<file path="config.mk">
export PLATFORM = sky130hd
export DESIGN_NAME = spc_port
export DESIGN_NICKNAME = d
export VERILOG_FILES = /design/src/design/spc_fifo.v /design/src/design/spc_port.v
export VERILOG_INCLUDE_DIRS = /design/src /design/src/design
export SDC_FILE = /design/constraint.sdc
export NUM_CORES = 1
export LEC_CHECK = 0
export ABC_AREA = 0
export BUFFER_PORTS_ARGS = -buffer_cell sky130_fd_sc_hd__buf_2
export CAP_MARGIN = 15
export CORE_UTILIZATION = 61
export CTS_CLUSTER_DIAMETER = 50
export DETAILED_ROUTE_END_ITERATION = 10
export GPL_ROUTABILITY_DRIVEN = 0
export PLACE_DENSITY_LB_ADDON = 0.12
export REMOVE_ABC_BUFFERS = 1
export SLEW_MARGIN = 5
export SYNTH_ARGS = -nofsm -noshare
export SYNTH_HDL_FRONTEND = slang
export SYNTH_HIERARCHICAL = 1
export SYNTH_SLANG_ARGS = --single-unit
</file>
<file path="constraint.sdc">
create_clock -name ref_clk -period 4.1 [get_ports ref_clk]
set_input_delay 0.82 -clock ref_clk [delete_from_list [all_inputs] [get_ports ref_clk]]
set_output_delay 0.82 -clock ref_clk [all_outputs]
set_load 0.05 [all_outputs]
</file>
<file path="src/design/spc_map.vh">
/*
 * Register offsets, field positions, reset values and timing counts of the
 * serial port control block.
 * Assumes inclusion by bare name from the design files of this block.
 */
`ifndef SPC_MAP_VH
`define SPC_MAP_VH

// Register byte addresses on the APB
`define SPC_CTRL_ADDR        12'h000
`define SPC_TXDATA_ADDR      12'h004
`define SPC_RXDATA_ADDR      12'h008
`define SPC_STATUS_ADDR      12'h00c

// Control register fields
`define SPC_CLK_PIN_DIS      12
`define SPC_DOUT_PIN_DIS     11
`define SPC_WORD16           10
`define SPC_SAMPLE_END       9
`define SPC_EDGE_SEL         8
`define SPC_SEL_EN           7
`define SPC_POLARITY         6
`define SPC_MASTER_EN        5
`define SPC_SECONDARY_PRESCALE_HI          4
`define SPC_SECONDARY_PRESCALE_LO          2
`define SPC_PRIMARY_PRESCALE_HI          1
`define SPC_PRIMARY_PRESCALE_LO          0
`define SPC_FRAMED_EN        13
`define SPC_CTRL_RESET       16'h0000
`define SPC_CTRL_WMASK       16'h1fff

// Timing: system clock period and bench link clock period
`define SPC_CLK_PERIOD_NS    40
`define SPC_LINK_PERIOD_NS   320

`endif

</file>
<file path="src/design/spc_fifo.v">
/*
 * Small synchronous FIFO with valid and ready on both sides.
 * Assumes one clock and an asynchronous active-low reset.
 */
module spc_fifo #(
    parameter WIDTH = 16,
    parameter DEPTH = 16,
    parameter AW    = 4
) (
    input  wire             ref_clk,
    input  wire             rst_n,
    input  wire             inValid,
    output wire             inReady,
    input  wire [WIDTH-1:0] inData,
    output reg              outValid,
    input  wire             outReady,
    output reg  [WIDTH-1:0] outData
);
    reg [WIDTH-1:0] mem [0:DEPTH-1];
    reg [AW-1:0]    wrPtr_q;
    reg [AW-1:0]    rdPtr_q;
    reg [AW:0]      count_q;
    wire            doWrite;
    wire            doRead;

    assign inReady = (count_q != DEPTH[AW:0]);
    assign doWrite = inValid && inReady;
    assign doRead  = (count_q != {(AW+1){1'b0}}) && (!outValid || outReady);

    // Storage write
    always @(posedge ref_clk) begin
        if (doWrite) begin
            mem[wrPtr_q] <= inData;
        end
    end

    // Pointers, fill level and registered read port
    always @(posedge ref_clk or negedge rst_n) begin
        if (!rst_n) begin
            wrPtr_q  <= {AW{1'b0}};
            rdPtr_q  <= {AW{1'b0}};
            count_q  <= {(AW+1){1'b0}};
            outValid <= 1'b0;
            outData  <= {WIDTH{1'b0}};
        end else begin
            if (doWrite) begin
                wrPtr_q <= wrPtr_q + 1'b1;
            end
            if (doRead) begin
                rdPtr_q  <= rdPtr_q + 1'b1;
                outData  <= mem[rdPtr_q];
                outValid <= 1'b1;
            end else if (outReady) begin
                outValid <= 1'b0;
            end
            count_q <= count_q + {{AW{1'b0}}, doWrite} - {{AW{1'b0}}, doRead};
        end
    end
endmodule

</file>
<file path="src/design/spc_port.v">
/*
 * Serial peripheral port: control register, clock generation, shift engine
 * and pin muxing, reached over APB.
 * Assumes link pins arrive asynchronously and are synchronised here.
 */
// The APB interface to the registers and the placing of the registers were chosen for this implementation.
// Overview of operation
// - master with clock-pin disable set stops driving clock; pin becomes general I/O.
// - data-out pin disable set releases data-out pin to general I/O.
// - word size bit set means 16-bit words, clear means 8-bit.
// - master samples at end of output time when set, middle when clear.
// - edge bit set changes data active-to-idle, clear idle-to-active.
// - polarity bit set idles clock high, clear idles low.
// - slave with select enable uses select pin, else ignores it.
// - master enable bit set gives master role, clear slave role.
// - framed mode ignores edge bit; software programs it zero.
// - top three control bits read zero; control bits reset to zero.
`include "spc_map.vh"
module spc_port #(
    parameter DEPTH = 16
) (
    input  wire        ref_clk,
    input  wire        rst_n,
    input  wire        psel,
    input  wire        penable,
    input  wire        pwrite,
    input  wire [11:0] paddr,
    input  wire [31:0] pwdata,
    output reg  [31:0] prdata,
    output reg         pready,
    output reg         pslverr,
    input  wire        sckIn,
    output reg         sckOut,
    output reg         sckOe,
    input  wire        sdiIn,
    output reg         sdoOut,
    output reg         sdoOe,
    input  wire        selIn_n,
    output reg         sckGpio,
    output reg         sdoGpio,
    output reg         selGpio
);
    reg  [15:0] ctrl_q;
    reg  [15:0] rxData_q;
    reg         rxFull_q;
    reg         rxOvf_q;
    reg  [15:0] shift_q;
    reg  [4:0]  bitCnt_q;
    reg         busy_q;
    reg  [8:0]  divCnt_q;
    reg         sclk_q;
    reg  [2:0]  sckSync_q;
    reg  [1:0]  sdiSync_q;
    reg  [1:0]  selSync_q;
    reg         sampled_q;
    wire        txValid;
    wire        txReady;
    wire [15:0] txData;
    wire        fifoInReady;
    wire        apbWr;
    wire        apbRd;
    wire        master;
    wire        word16;
    wire [4:0]  nBits;
    wire [8:0]  halfDiv;
    wire        cpol;
    wire        cpha;
    wire        selActive;
    wire        sEdgeRise;
    wire        sEdgeFall;
    wire        sLead;
    wire        sTrail;
    wire        mTick;
    wire [9:0]  prodFull;
    wire        mLead;
    wire        mChg;
    wire        mTake;
    wire        sChg;
    wire        sTake;
    wire [15:0] rxNext;
    reg  [15:0] rxSh_q;

    // Prescale factor product; primary 64/16/4/1, secondary 8..1
    // Pin synchronisers add a round trip of five clocks, so a master link
    // needs a product of 8 or more to read the far side's data in time
    function [9:0] divFactor;
        input [1:0] pre;
        input [2:0] sec;
        reg   [6:0] p;
        begin
            case (pre)
                2'b00:   p = 7'd64;
                2'b01:   p = 7'd16;
                2'b10:   p = 7'd4;
                default: p = 7'd1;
            endcase
            divFactor = p * (4'd8 - {1'b0, sec});
        end
    endfunction

    // Received word aligned to the low end in byte mode
    function [15:0] rxAlign;
        input [15:0] v;
        input        w16;
        begin
            rxAlign = w16 ? v : {8'h00, v[7:0]};
        end
    endfunction

    assign apbWr     = psel && penable && pwrite;
    assign apbRd     = psel && penable && !pwrite;
    assign master    = ctrl_q[`SPC_MASTER_EN];
    assign word16    = ctrl_q[`SPC_WORD16];
    assign nBits     = word16 ? 5'd16 : 5'd8;
    assign cpol      = ctrl_q[`SPC_POLARITY];
    // Edge bit has no effect in framed operation
    assign cpha      = ctrl_q[`SPC_EDGE_SEL] & ~ctrl_q[`SPC_FRAMED_EN];
    assign prodFull  = divFactor(ctrl_q[`SPC_PRIMARY_PRESCALE_HI:`SPC_PRIMARY_PRESCALE_LO],
                                 ctrl_q[`SPC_SECONDARY_PRESCALE_HI:`SPC_SECONDARY_PRESCALE_LO]);
    assign halfDiv   = prodFull[9:1];
    assign mTick     = master && busy_q && (divCnt_q == 9'h000);
    assign selActive = !ctrl_q[`SPC_SEL_EN] || !selSync_q[1];
    assign sEdgeRise = sckSync_q[1] && !sckSync_q[2];
    assign sEdgeFall = !sckSync_q[1] && sckSync_q[2];
    // Leading edge leaves idle level; trailing edge returns to it
    assign sLead     = cpol ? sEdgeFall : sEdgeRise;
    assign sTrail    = cpol ? sEdgeRise : sEdgeFall;
    // Output changes on leading edges when the edge bit is clear
    assign mLead     = (sclk_q == cpol);
    assign mChg      = mLead ^ cpha;
    assign mTake     = ctrl_q[`SPC_SAMPLE_END] ?
                       ((mChg && sampled_q) || (!mLead && bitCnt_q == 5'd1 && !cpha)) :
                       !mChg;
    assign sChg      = cpha ? sTrail : sLead;
    assign sTake     = cpha ? sLead : sTrail;
    assign rxNext    = {rxSh_q[14:0], sdiSync_q[1]};
    assign txReady   = !busy_q && (master || selActive);

    spc_fifo #(
        .WIDTH (16),
        .DEPTH (DEPTH),
        .AW    (4)
    ) txFifo (
        .ref_clk  (ref_clk),
        .rst_n    (rst_n),
        .inValid  (apbWr && pready && paddr == `SPC_TXDATA_ADDR),
        .inReady  (fifoInReady),
        .inData   (pwdata[15:0]),
        .outValid (txValid),
        .outReady (txReady),
        .outData  (txData)
    );

    // Link pin synchronisers
    always @(posedge ref_clk or negedge rst_n) begin
        if (!rst_n) begin
            sckSync_q <= 3'b000;
            sdiSync_q <= 2'b00;
            selSync_q <= 2'b11;
        end else begin
            sckSync_q <= {sckSync_q[1:0], sckIn};
            sdiSync_q <= {sdiSync_q[0], sdiIn};
            selSync_q <= {selSync_q[0], selIn_n};
        end
    end

    // APB slave: one wait-free access, unmapped address flags an error
    always @(posedge ref_clk or negedge rst_n) begin
        if (!rst_n) begin
            ctrl_q  <= `SPC_CTRL_RESET;
            prdata  <= 32'h00000000;
            pready  <= 1'b0;
            pslverr <= 1'b0;
        end else begin
            pready  <= psel && !penable;
            pslverr <= 1'b0;
            if (psel && !penable) begin
                case (paddr)
                    `SPC_CTRL_ADDR:   prdata <= {16'h0000, ctrl_q & `SPC_CTRL_WMASK};
                    `SPC_RXDATA_ADDR: prdata <= {16'h0000, rxData_q};
                    `SPC_STATUS_ADDR: prdata <= {28'h0000000, ctrl_q[`SPC_FRAMED_EN],
                                                 rxOvf_q, rxFull_q, busy_q};
                    `SPC_TXDATA_ADDR: prdata <= {31'h00000000, fifoInReady};
                    default: begin
                        prdata  <= 32'h00000000;
                        pslverr <= 1'b1;
                    end
                endcase
            end
            if (apbWr && pready && paddr == `SPC_CTRL_ADDR) begin
                ctrl_q[12:0] <= pwdata[12:0];
            end
            if (apbWr && pready && paddr == `SPC_STATUS_ADDR) begin
                ctrl_q[`SPC_FRAMED_EN] <= pwdata[3];
            end
        end
    end

    // Shift engine: master clock generation and slave edge following
    always @(posedge ref_clk or negedge rst_n) begin
        if (!rst_n) begin
            shift_q   <= 16'h0000;
            bitCnt_q  <= 5'd0;
            busy_q    <= 1'b0;
            divCnt_q  <= 9'h000;
            sclk_q    <= 1'b0;
            sampled_q <= 1'b0;
            rxData_q  <= 16'h0000;
            rxFull_q  <= 1'b0;
            rxOvf_q   <= 1'b0;
            rxSh_q    <= 16'h0000;
        end else begin
            if (apbRd && pready && paddr == `SPC_RXDATA_ADDR) begin
                rxFull_q <= 1'b0;
            end
            if (!busy_q) begin
                sclk_q <= cpol;
                if (txValid && txReady) begin
                    shift_q  <= word16 ? txData : {txData[7:0], 8'h00};
                    bitCnt_q <= nBits;
                    busy_q   <= 1'b1;
                    divCnt_q <= halfDiv;
                    sampled_q <= 1'b0;
                end
            end else if (master) begin
                divCnt_q <= (divCnt_q == 9'h000) ? halfDiv : divCnt_q - 9'h001;
                if (mTick) begin
                    // First edge of a frame never moves the output
                    sclk_q    <= ~sclk_q;
                    sampled_q <= 1'b1;
                    if (mTake) begin
                        rxSh_q <= rxNext;
                    end
                    if (mChg && sampled_q) begin
                        shift_q <= {shift_q[14:0], 1'b0};
                    end
                    if (!mLead) begin
                        bitCnt_q <= bitCnt_q - 5'd1;
                        if (bitCnt_q == 5'd1) begin
                            busy_q   <= 1'b0;
                            rxOvf_q  <= rxOvf_q | rxFull_q;
                            rxFull_q <= 1'b1;
                            rxData_q <= rxAlign(mTake ? rxNext : rxSh_q, word16);
                        end
                    end
                end
            end else if (selActive) begin
                // Slave role samples on the edge opposite the output change
                if (sTake) begin
                    rxSh_q    <= rxNext;
                    sampled_q <= 1'b1;
                    bitCnt_q  <= bitCnt_q - 5'd1;
                    if (bitCnt_q == 5'd1) begin
                        busy_q   <= 1'b0;
                        rxOvf_q  <= rxOvf_q | rxFull_q;
                        rxFull_q <= 1'b1;
                        rxData_q <= rxAlign(rxNext, word16);
                    end
                end
                if (sChg && sampled_q) begin
                    shift_q <= {shift_q[14:0], 1'b0};
                end
            end else begin
                busy_q <= 1'b0;
            end
        end
    end

    // Pin ownership and drivers
    always @(posedge ref_clk or negedge rst_n) begin
        if (!rst_n) begin
            sckOut  <= 1'b0;
            sckOe   <= 1'b0;
            sdoOut  <= 1'b0;
            sdoOe   <= 1'b0;
            sckGpio <= 1'b1;
            sdoGpio <= 1'b1;
            selGpio <= 1'b1;
        end else begin
            sckOut  <= busy_q ? sclk_q : cpol;
            sckOe   <= master && !ctrl_q[`SPC_CLK_PIN_DIS];
            sckGpio <= master && ctrl_q[`SPC_CLK_PIN_DIS];
            sdoOut  <= shift_q[15];
            sdoOe   <= !ctrl_q[`SPC_DOUT_PIN_DIS] && (master || selActive);
            sdoGpio <= ctrl_q[`SPC_DOUT_PIN_DIS];
            selGpio <= master || !ctrl_q[`SPC_SEL_EN];
        end
    end
endmodule

</file>
; Word-level counts from Yosys, hierarchy flattened
; Memories as Yosys holds them, arrays and structs flattened. A register that Yosys moved wholly into a read port is not among the register bits.
; Index checks and enable logic that the tools add are counted.
[totals]
regBits = 143
mem_bits_rw = 256
n_memories = 1
wordCells = 201
output_inout_bits = 41
[op_classes]
muxes = 79
n_bitwise = 5
add_sub_neg = 7
n_eq_ne = 18
n_reduce_logical = 61
n_mul = 1
[mem_list]
columns = name, words, word_bits, read_ports, rd_clocked_by_memory_dff, write_ports, line
row1 = txFifo.mem, 16, 16, 1, 1, 1, spc_fifo.v:19  ; reg [WIDTH-1:0] mem [0:DEPTH-1];
[op_table]
columns = op, n
row1 = $mux 16, 22
row2 = $pmux 16 s4, 1
row3 = $mux 1, 43
row4 = $mux 5, 8
row5 = $mux 9, 4
row6 = $logic_and 1x1->1, 25
row7 = $eq 12x4->1 const B, 2
row8 = $pmux 7 s3, 1
row9 = $ne 3x2->1 const B, 5
row10 = $reduce_and 5->1, 3
row11 = $logic_not 1->1, 14
row12 = $eq 12x3->1 const B, 1
row13 = $logic_not 12->1, 1
row14 = $mul 8x5->10, 1
row15 = $logic_not 9->1, 1
row16 = $sub 9x1->9 const B, 1
row17 = $add 4x1->4 const B, 2
row18 = $reduce_and 4->1, 2
row19 = $reduce_bool 2->1, 4
row20 = $reduce_and 6->1, 1
row21 = $add 5x1->5, 1
row22 = $eq 5x1->1 const B, 1
row23 = $logic_or 1x1->1, 5
row24 = $ne 5x5->1 const B, 1
row25 = other kinds (17), 21

; Depth between registers and ports, before layout
; Gate-level depths: netlist of run 1.
[depth]
word_depth = 12
ltp_mapped = 18

; Cells and area by module
; The synthesis of run 1 kept the hierarchy.
[by_module_without_submodules]
columns = mod, cells_each, seq_area_each_um2, area_each_um2, instances
row1 = spc_fifo, 522, 8438.1, 11058.1, 1
row2 = spc_port, 586, 2834.0, 6203.4, 1

; Worst setup path before layout of run 1
; OpenSTA, ideal clock, no wires.
[synth_timing]
path_kind = input -> register
startpoint = in paddr[3]
endpoint = mem txFifo.mem[0][0], enable pin
path_stages = 7
t_arrival_ps = 3736
n_path_buf = 3
required_ps = 3670
path_slack_ps = -67
cell_sequence = clkbuf_1 > buf_1 > nor4b_1 > and2_1 > clkbuf_1 > inv_1 > nor4_1
[synth_between]
elab_chain_len = 5
[synth_rtl]
columns = item, line
row1 = start: declaration, spc_port.v:27  ; input wire [11:0] paddr,
row2 = $eq 12x3->1, -
row3 = $logic_and 1x1->1 (no line), -
row4 = $logic_and 1x1->1, spc_fifo.v:27  ; assign doWrite = inValid && inReady;
row5 = $mux 1, spc_fifo.v:32  ; if (doWrite) begin
row6 = $mux 1 (not written as such), spc_fifo.v:33  ; mem[wrPtr_q] <= inData;
row7 = end: declaration, spc_fifo.v:19
; Every way passes these cells.

; Final worst setup path of run 1
[layout_timing]
startpoint = in paddr[5]
endpoint = reg txFifo.count_q[4]
[layout_between]
elab_chain_len = 5
[layout_rtl]
columns = item, line
row1 = $eq 12x3->1, -
row2 = $logic_and 1x1->1 (no line), -
row3 = $logic_and 1x1->1, spc_fifo.v:27
row4 = $add 5x1->5, spc_fifo.v:56  ; count_q <= count_q + {{AW{1'b0}}, doWrite} - {{AW{1'b0}}, doRead};
row5 = $sub 5x1->5, spc_fifo.v:56
row6 = end signal: assignment, spc_fifo.v:42  ; count_q <= {(AW+1){1'b0}};
row7 = end signal: assignment, spc_fifo.v:56
row8 = end: declaration, spc_fifo.v:22  ; reg [AW:0] count_q;
; Every way passes these cells.
; A chain may end at the register's enable or synchronous reset.

==> results.cfg, run 1 <==
[yosys]
syn_area_um2 = 17300
seq_area_frac_synth_pct = 65.3
synth-edff-count = 256
synth_fa_ha_area_share_pct = 2.09
synth-seq-cells = 399
synth_top_family_by_area = multiplexers
synth_top_flop_cell = edfxtp_1
yosys-mux-area-fraction_pct = 14.4
synthArstFlopShare_pct = 35.8
syn_area_per_cell_um2 = 15.6
yosys_warnings = 6
synth_compound_area_share_pct = 7.26
synth_xor_area_share_pct = 1.21
synth_cells = 1108
synthSimpleGateAreaFrac_pct = 6.48
synth.distinct_cells = 67

[critical_path]
r2r_cells = 12
critical_path_required_ns = 4.56
cp-startpoint = paddr[5]
critPathLaunchType = primary input
critPathMaxFanout = 7
cp_data_arrival_time_ns = 3.61
crit-reg2reg-launch = ctrl_q[4]
worst_setup_path_end_kind = register
path_class = in2reg

[floorplan]
die_area_um2 = 29000
ios = 93
core-area_um2 = 27800
die_h_um = 170
start_util_pct = 62.1
num_rows = 61
die_x_um = 170

[detailed_routing]
via_per_inst = 5.92
num_vias = 9504
drc = 0
wl_per_cell_um = 21.1
dr.pass1.iters = 6
postRouteAntennaNets = 0
finalWirelength_um = 33900
first_iter_violations = 706

[placed_design]
dpl.hpwl_um = 22200
place_area_um2 = 18100
io_buffer_count = 60

[sta]
setup_viol = 0
slew_headroom_pct = 29.8
period_needed_ns = 3.15
drv_slew = 0
fmax_mhz = 318
tightest_slew_ns = 1.05
fin_skew_ns = 0.0286
rsz0062_at_grt = no
tns_ns = 0
hold_viol = 0
timing.final.crit_share_pct = 76.8

[cells_and_area]
final_nets = 1270
fillerInstances = 1843
n_antenna_cell = 0
design_area_um2 = 19600
drive_above_1_share_pct = 25.4
syn2layout_area_growth_pct = 13.5

[power]
switching_share_pct = 25.9
p_seq_share_pct = 45.8
p_sw_mw = 2.83
combPwrFrac_pct = 17.4
p_per_area_nw_per_um2 = 557
clockPowerShare_pct = 36.8
leakagePower_nw = 7.33
p_int_mw = 8.09
peakVddDrop_mv = 0.448

[cts]
clk_path_buf_depth = 3
postCtsSetupRepairBufs = 0
holdBufCountCts = 0
clk_pin_slew_ns = 0.05
clock_sinks = 399
cts-root-buf = clkbuf_16
cts_buffers = 45
clock_latency_ns = 0.54
cts_resized = 0
cts_htree_levels = 2
cts_tree = done

[run_status]
run_status = finished clean

[job]
cap_violations = 0

[grt]
grt_max_degree = 89
grt_first_pass_wirelength_um = 53600
grt.overflow.total = 0
grt_pass1_vias = 9669
antenna_found_initial = 0
grt_util_all_layers_pct = 24.5

[worst_hold_path]
hold_depth = 0
holdCritStartpoint = sckSync_q[0]
hold_path_class = reg2reg
[critical path, cell delays in order]
cell and delay [ns]:
buf_2 0.10, nor4_2 0.40, nand3_2 0.14, nor4b_1 0.28
and2_1 0.24, inv_1 0.20, ha_1 0.34, inv_1 0.06
ha_1 0.15, inv_1 0.05, fa_1 0.40, inv_1 0.07
a21oi_1 0.06, o21bai_1 0.16, xnor2_1 0.13
[kinds of logic (layout without fill, tap and decap cells)]
kind of cell	count (synthesis)	count (layout)
DFF	399	399
and+or+nand+nor	214	214
AOI/OAI and AO/OA	180	180
muxes	152	152
buffers and inverters	112	216
adders and majority gates	27	27
xor gates and xnor gates	23	23
other	1	16
[final timing paths]
path | end | slack (ns)
setup reg to reg | divCnt_q[7] | 1.04
hold / removal | sckSync_q[1] | 0.35
max in group asynchronous | shift_q[5] | 2.92
min in group asynchronous | divCnt_q[2] | 0.36
hold reg to reg | sckSync_q[1] | 0.35
setup / recovery | txFifo/count_q[4] | 0.95
[cell type report]
class / count / area [um^2] / share of cell area (%)
Inverter: 31 / 116 / 0.594
Tap cell: 378 / 473 / 2.41
Multi-Input combinational cell: 612 / 5540 / 28.3
Clock buffer: 62 / 1290 / 6.60
Clock inverter: 21 / 225 / 1.15
Sequential cell: 399 / 11300 / 57.5
Timing Repair Buffer: 102 / 667 / 3.40
[cell usage in the layout, fill, tap and decap left out, types with 7 or more instances in the layout]
master     count
nor4_2         7
nor3_1         7
buf_2         59
o211ai_1       8
inv_1         31
o2bb2ai_1      8
mux2i_1       45
buf_4         38
ha_1          24
nor2_1        28
a31oi_1       13
clkbuf_16     48
clkbuf_1      10
conb_1        16
o31ai_1       13
mux4_2        66
mux2_4        21
edfxtp_1     256
nand2_1       72
dfrtp_1      136
a211oi_1      19
and2_1        16
clkinv_2       8
nand3_1       12
o21ai_0       29
nor2b_1       20
nand4_1       10
a21oi_1       21
mux2_2        20
nand2b_1       9
a311oi_1       7
xor2_1         7
a21o_1        17
xnor2_1       15
o22ai_1       24
[state kept, by name, summed over array words and instances, names as in the netlist, 4 cells and up]
name and cells:
ctrl_q 13, shift_q 16, txFifo/outData 16, txFifo/mem 256, txFifo/rdPtr_q 4, prdata 16, txFifo/wrPtr_q 4, rxSh_q 16
divCnt_q 9, rxData_q 16, txFifo/count_q 5, bitCnt_q 5
[per-stage QoR]
step                power (mW)  util [%]  hold slack (ns)  setup slack [ns]  cells
floorplan                 6.46         -            0.331            0.0761   1042
global placement          6.94      65.0            0.342             0.475   1521
detailed placement        6.99      65.0            0.335             0.399   1521
CTS                       11.0      70.5            0.348             0.956   1604
global route              11.4      70.5            0.361             0.744   1605
finish                    10.9      70.5            0.348             0.953   1605
[per-layer routing]
| metal | global-route usage (%) | up-vias | part of all wire [%] |
|---|---|---|---|
| li1 | - | 4399 | - |
| met1 | 33.0 | 4810 | 43 |
| met2 | 41.9 | 248 | 50 |
| met3 | 3.42 | 47 | 4.6 |
| met4 | 7.36 | 0 | 2.2 |
| met5 | 0 | - | 0 |
[synth_stat cells, types with 4 or more instances]
master / number / area, um^2
and2_1: 16 / 100
a21oi_1: 22 / 110
xor2_1: 7 / 61.3
o22ai_1: 24 / 150
edfxtp_1: 256 / 7690
a21o_1: 17 / 128
nor3b_1: 6 / 45.0
buf_4: 22 / 165
o2bb2ai_1: 8 / 70.1
o31ai_1: 13 / 97.6
nor4_1: 4 / 25.0
nor3_1: 7 / 35.0
a311oi_1: 8 / 70.1
buf_2: 13 / 65.1
ha_1: 24 / 300
nand4_1: 10 / 62.6
a31oi_1: 13 / 81.3
o21ai_0: 29 / 145
nand2_1: 72 / 270
o211ai_1: 8 / 60.1
nor2b_1: 20 / 125
nand3_1: 12 / 60.1
nand2b_1: 9 / 56.3
a211oi_1: 19 / 143
or3_1: 4 / 25.0
mux2_2: 20 / 225
mux2_4: 21 / 315
clkbuf_1: 39 / 146
mux2i_1: 45 / 450
dfstp_2: 5 / 131
inv_1: 31 / 116
nor2_1: 32 / 120
and3_1: 4 / 25.0
xnor2_1: 15 / 131
dfrtp_1: 138 / 3450
mux4_2: 66 / 1490
[power groups by stage]
stage	Clock (mW)	Combinational (mW)	Sequential, mW
after floorplan	0	1.37	5.09
after global placement	0	1.87	5.07
after detailed placement	0	1.91	5.08
after CTS	4.10	1.92	5.00
after global routing	4.25	2.09	5.06
final	4.02	1.90	5.00
Power figures use the tool's default switching activity.
==> run 2: changes to the inputs <==
==> constraint.sdc (replaced) <==
create_clock -name ref_clk -period 3.2 [get_ports ref_clk]
set_input_delay 0.64 -clock ref_clk [delete_from_list [all_inputs] [get_ports ref_clk]]
set_output_delay 0.64 -clock ref_clk [all_outputs]
set_load 0.05 [all_outputs]
==> run 2 against run 1 <==
Effect of this change: sequential cell count unchanged; critical path depth decreased by 3; first-iteration DRC count increased by 4.0%; via count increased by 1.1%; die area unchanged; clock skew decreased by 0.0056 ns; register-to-register slack got worse by 0.81 ns; largest power group unchanged.
==> results.cfg, run 2 (synthesis results as in run 1) <==
[critical_path]
cp_data_arrival_time_ns = 3.38
r2r_slack_ns = 0.23
critPathMaxFanout = 4
path_class = reg2reg
worst_setup_path_end_kind = register
critical_path_required_ns = 3.61
critPathLaunchType = register

[grt]
grt_util_all_layers_pct = 25.0
grt_max_degree = 67
grt_first_pass_wirelength_um = 54100
antenna_found_initial = 0
grt_pass1_vias = 9667
grt.overflow.total = 0

[job]
cap_violations = 0

[power]
finalPower_mw = 13.6
p_per_area_nw_per_um2 = 691
leakagePower_nw = 7.37
peakVddDrop_mv = 0.468

[cells_and_area]
fin_cells = 1616
syn2layout_area_growth_pct = 14.3
final_cell_mix = edfxtp_1 (256), dfrtp_1 (136), nand2_1 (72), mux4_2 (66), buf_2 (59)
final_common_cell = edfxtp_1
n_antenna_cell = 0
fillerInstances = 1814
largest_reg_flops = 256
final_nets = 1283
largest-register = txFifo/mem
drive_above_1_share_pct = 25.7
post-route-util_pct = 71.0

[sta]
drv_slew = 0
timing.final.crit_share_pct = 92.7
holdWs_ns = 0.105
hold_viol = 0
tns_ns = 0
rsz0062_at_grt = no
setup_viol = 0
fin_skew_ns = 0.0230
tightest_slew_ns = 0.777
slew_headroom_pct = 48.2
fmax_mhz = 337
period_needed_ns = 2.97

[worst_hold_path]
hold_path_class = in2async

[floorplan]
die_area_um2 = 29000
ios = 93
start_util_pct = 62.1
core-area_um2 = 27800
die_x_um = 170
num_rows = 61
die_h_um = 170

[detailed_routing]
wl_met2_um = 17600
dr.max_layer_used = met4
first_iter_violations = 734
via_per_inst = 5.94
postRouteAntennaNets = 0
finalWirelength_um = 34900
num_vias = 9604
dr.pass1.iters = 5
wl_per_cell_um = 21.6
met3_length_um = 1690
met1_length_um = 14600
drc = 0

[placed_design]
dpl.hpwl_um = 22600
placedCellCount = 1537
io_buffer_count = 60

[cts]
clock_latency_ns = 0.55
cts_htree_levels = 2
clock_sinks = 399
cts_resized = 0
holdBufCountCts = 0
postCtsSetupRepairBufs = 0
cts_buffers = 43
clk_pin_slew_ns = 0.05
clk_path_buf_depth = 3
cts_tree = done
cts-root-buf = clkbuf_16

[run_status]
run_status = finished clean
==> run 2: layout make-up <==
cell class,count,area [um^2],area share (%)
tap,378,473,2.40
sequential,399,11300,57.1
multi-input combinational,612,5540,28.1
clock inverter,21,200,1.01
inverter,31,116,0.590
clock buffer,58,1160,5.89
timing repair buffer,117,960,4.86
==> run 2: per-layer routing <==
layer | global-route usage (%) | vias up
met2 | 42.3 | 265
met1 | 33.2 | 4861
met5 | 0 | -
met4 | 8.66 | 0
met3 | 3.88 | 61
li1 | - | 4417
==> run 2: power breakdown <==
group / total [mW] / switching, mW / internal [mW]
Clock: 4.75 / 1.95 / 2.80
Combinational: 2.58 / 1.26 / 1.32
Sequential: 6.31 / 0.395 / 5.91
Total: 13.6 / 3.61 / 10.0
==> run 2: final timing paths <==
kind | from | to | cells after the start
setup / recovery | ctrl_q[3] | divCnt_q[7] | 12
hold reg to reg | sckSync_q[0] | sckSync_q[1] | 0
hold / removal | rst_n | divCnt_q[7] | 1
min in group ref_clk | selIn_n | selSync_q[0] | 1
max in group asynchronous | rst_n | sdoGpio | 2
setup reg to reg | ctrl_q[3] | divCnt_q[7] | 12
==> run 2: through the flow <==
| step | worst slack [ns] | cell area (um^2) |
|---|---|---|
| floorplan | -0.762 | 16900 |
| detailed placement | -0.128 | 18400 |
| CTS | 0.206 | 19700 |
| finish | 0.232 | 19700 |
| global route | 0.0565 | 19700 |
| global placement | -0.118 | 18400 |
==> run 2: critical path, stage by stage (launching register included) <==
cell,delay [ns]
dfrtp_1,0.43
or3_1,0.47
nor2_1,0.14
ha_1,0.15
inv_1,0.05
fa_1,0.37
inv_1,0.06
ha_1,0.26
a31o_2,0.23
a31oi_1,0.21
xor2_1,0.19
a32oi_1,0.08
o22a_1,0.21
==> run 3: changes to the inputs <==
--- a/config.mk
+++ b/config.mk
@@ -6,7 +6,7 @@
 export SDC_FILE = /design/constraint.sdc
 export NUM_CORES = 1
 export LEC_CHECK = 0
-export ABC_AREA = 0
+export ABC_AREA = 1
 export BUFFER_PORTS_ARGS = -buffer_cell sky130_fd_sc_hd__buf_2
 export CAP_MARGIN = 15
 export CORE_UTILIZATION = 61
==> run 3 against run 2 <==
Effect of this change: count of clock-buffer cells in the layout decreased by 5; first-iteration DRC count up 41%; fmax up 8.8%; sequential share of layout area down 2.2 points; largest cell class unchanged; largest power group unchanged.
==> results.cfg, run 3 <==
[power]
peakVddDrop_mv = 0.568
finalPower_mw = 15.3
p_per_area_nw_per_um2 = 747
leakagePower_nw = 9.58

[sta]
period_needed_ns = 2.73
setup_viol = 0
holdWs_ns = 0.111
tightest_slew_ns = 0.853
slew_headroom_pct = 43.1
fmax_mhz = 367
hold_viol = 0
timing.final.crit_share_pct = 85.2
fin_skew_ns = 0.0147
rsz0062_at_grt = no
drv_slew = 0

[floorplan]
die_x_um = 176
start_util_pct = 62.1
ios = 93
num_rows = 63
die_h_um = 176
core-area_um2 = 29700
die_area_um2 = 30900

[critical_path]
path_cells = nor3_1 > inv_1 > nor3_1 > ha_1 > inv_1 > fa_1 > inv_1 > ha_1 > nand2_1 > nand2_1 > nand2_1 > nand2_1 > nand2_1 > inv_1 > nand2_1 > nand3_1 > a21oi_1
critPathMaxFanout = 3
slowest_stage = fa_1
critPathMaxStageDelay_ns = 0.49
crit_family = simple AND/OR/NAND/NOR gates
cp_data_arrival_time_ns = 3.18
r2r_slack_ns = 0.47
worst_setup_path_end_kind = register
path_buf_inv = 4
critical_path_required_ns = 3.66
reg2reg_to = divCnt_q[8]
crit_top_cell = nand2_1
critPathLaunchType = register
r2r_cells = 17
crit-reg2reg-launch = ctrl_q[3]
path_class = reg2reg

[cells_and_area]
final_common_cell = nand2_1
drive_above_1_share_pct = 10.8
largest_reg_flops = 256
largest-register = txFifo/mem
syn2layout_area_growth_pct = 11.3
n_antenna_cell = 0
post-route-util_pct = 69.1
final_cell_mix = nand2_1 (602), inv_1 (309), nand3_1 (290), edfxtp_1 (256), dfrtp_1 (136)
final_nets = 2106

[detailed_routing]
postRouteAntennaNets = 0
drc = 0
wl_per_cell_um = 17.1
dr.pass1.iters = 6
finalWirelength_um = 41800
via_per_inst = 5.39
first_iter_violations = 1032
num_vias = 13184

[yosys]
seq_area_frac_synth_pct = 61.1
yosys_warnings = 6
synth-seq-cells = 399
ys_top_cells_by_area = edfxtp_1 (42%), dfrtp_1 (19%), nand2_1 (12%), nand3_1 (7.9%), inv_1 (6.3%)
synth_top_cell_area_share_pct = 41.7
synth_top_flop_cell = edfxtp_1
syn_area_um2 = 18400
synth.distinct_cells = 43
synthArstFlopShare_pct = 35.8
synth-edff-count = 256
syn_area_per_cell_um2 = 9.42
synth_top_area_cell = edfxtp_1
yosysMostFrequentCell = nand2_1
synthTopCellsByCount = nand2_1 (602), inv_1 (310), nand3_1 (290)
synth_cells = 1959

[grt]
grt_first_pass_wirelength_um = 66500
grt_pass1_vias = 12552
grt_util_all_layers_pct = 28.1
antenna_found_initial = 0
grt.overflow.total = 0
grt_max_degree = 131

[cts]
cts_tree = done
clk_pin_slew_ns = 0.06
clk_path_buf_depth = 3
clock_sinks = 399
postCtsSetupRepairBufs = 0
cts_htree_levels = 2
cts_buffers = 41
clock_latency_ns = 0.53
cts_resized = 0
cts-root-buf = clkbuf_16
holdBufCountCts = 0

[run_status]
run_status = finished clean

[worst_hold_path]
hold_path_class = in2async

[job]
cap_violations = 0

[placed_design]
dpl.hpwl_um = 26200
io_buffer_count = 60
[run 3: worst register-to-register path: cells and delay by family (launching register included)]
| kind | cells | cell delay [ns] |
|---|---|---|
| flops | 1 | 0.42 |
| simple gates | 9 | 0.98 |
| fa+ha+maj | 3 | 0.86 |
| buf+inv | 4 | 0.25 |
| compound gates | 1 | 0.15 |
[run 3: area by class of cell]
type	instances	area [um^2]
sequential	399	11300
fill	2286	9190
multi-input combinational	1162	5520
inverter	319	1200
clock buffer	53	1110
timing repair buffer	104	774
tap	390	488
clock inverter	20	153
[run 3: worst max path at each step]
stage / from / cells after the start / endpoint
3_3_place_gp: paddr[9] / 15 / txFifo/count_q[4]
6_report: ctrl_q[3] / 17 / divCnt_q[8]
4_1_cts: ctrl_q[3] / 17 / divCnt_q[8]
2_1_floorplan: txFifo/rdPtr_q[0] / 9 / txFifo/outData[0]
3_5_place_dp: paddr[9] / 15 / txFifo/count_q[4]
5_1_grt: ctrl_q[3] / 17 / divCnt_q[8]
[run 3: kinds of logic (layout without fill, tap and decap cells)]
kind of cell	count (synthesis)	in the layout	share of synthesized area (%)
fa+ha+maj	27	27	1.95
compound gates	120	120	4.00
other cells	1	16	0.0203
buf+inv	413	496	9.47
flops	399	399	61.1
xor+xnor	17	17	0.807
simple gates	982	982	22.6
[run 3: power by group]
part	switching [mW]	internal, mW
sequential	0.261	5.97
clock	1.89	2.61
combinational	3.17	1.42
total	5.32	10.0
[run 3: per-layer routing]
metal / part of all wire [%] / routed length, um / GRT usage [%]
met1: 44 / 18500 / 39.7
met2: 48 / 20000 / 46.1
met3: 5.9 / 2480 / 3.33
met4: 2.1 / 894 / 7.97
met5: 0 / 0 / 0
[run 3: through the flow]
step | std cells | setup TNS [ns] | setup WS [ns] | instance area (um^2)
6_report | 2447 | 0 | 0.473 | 20500
5_1_grt | 2447 | 0 | 0.210 | 20500
4_1_cts | 2447 | 0 | 0.479 | 20500
3_5_place_dp | 2374 | 0 | 0.216 | 19300
3_3_place_gp | 2374 | 0 | 0.207 | 19300
2_1_floorplan | 1880 | -32.61 | -1.23 | 18000
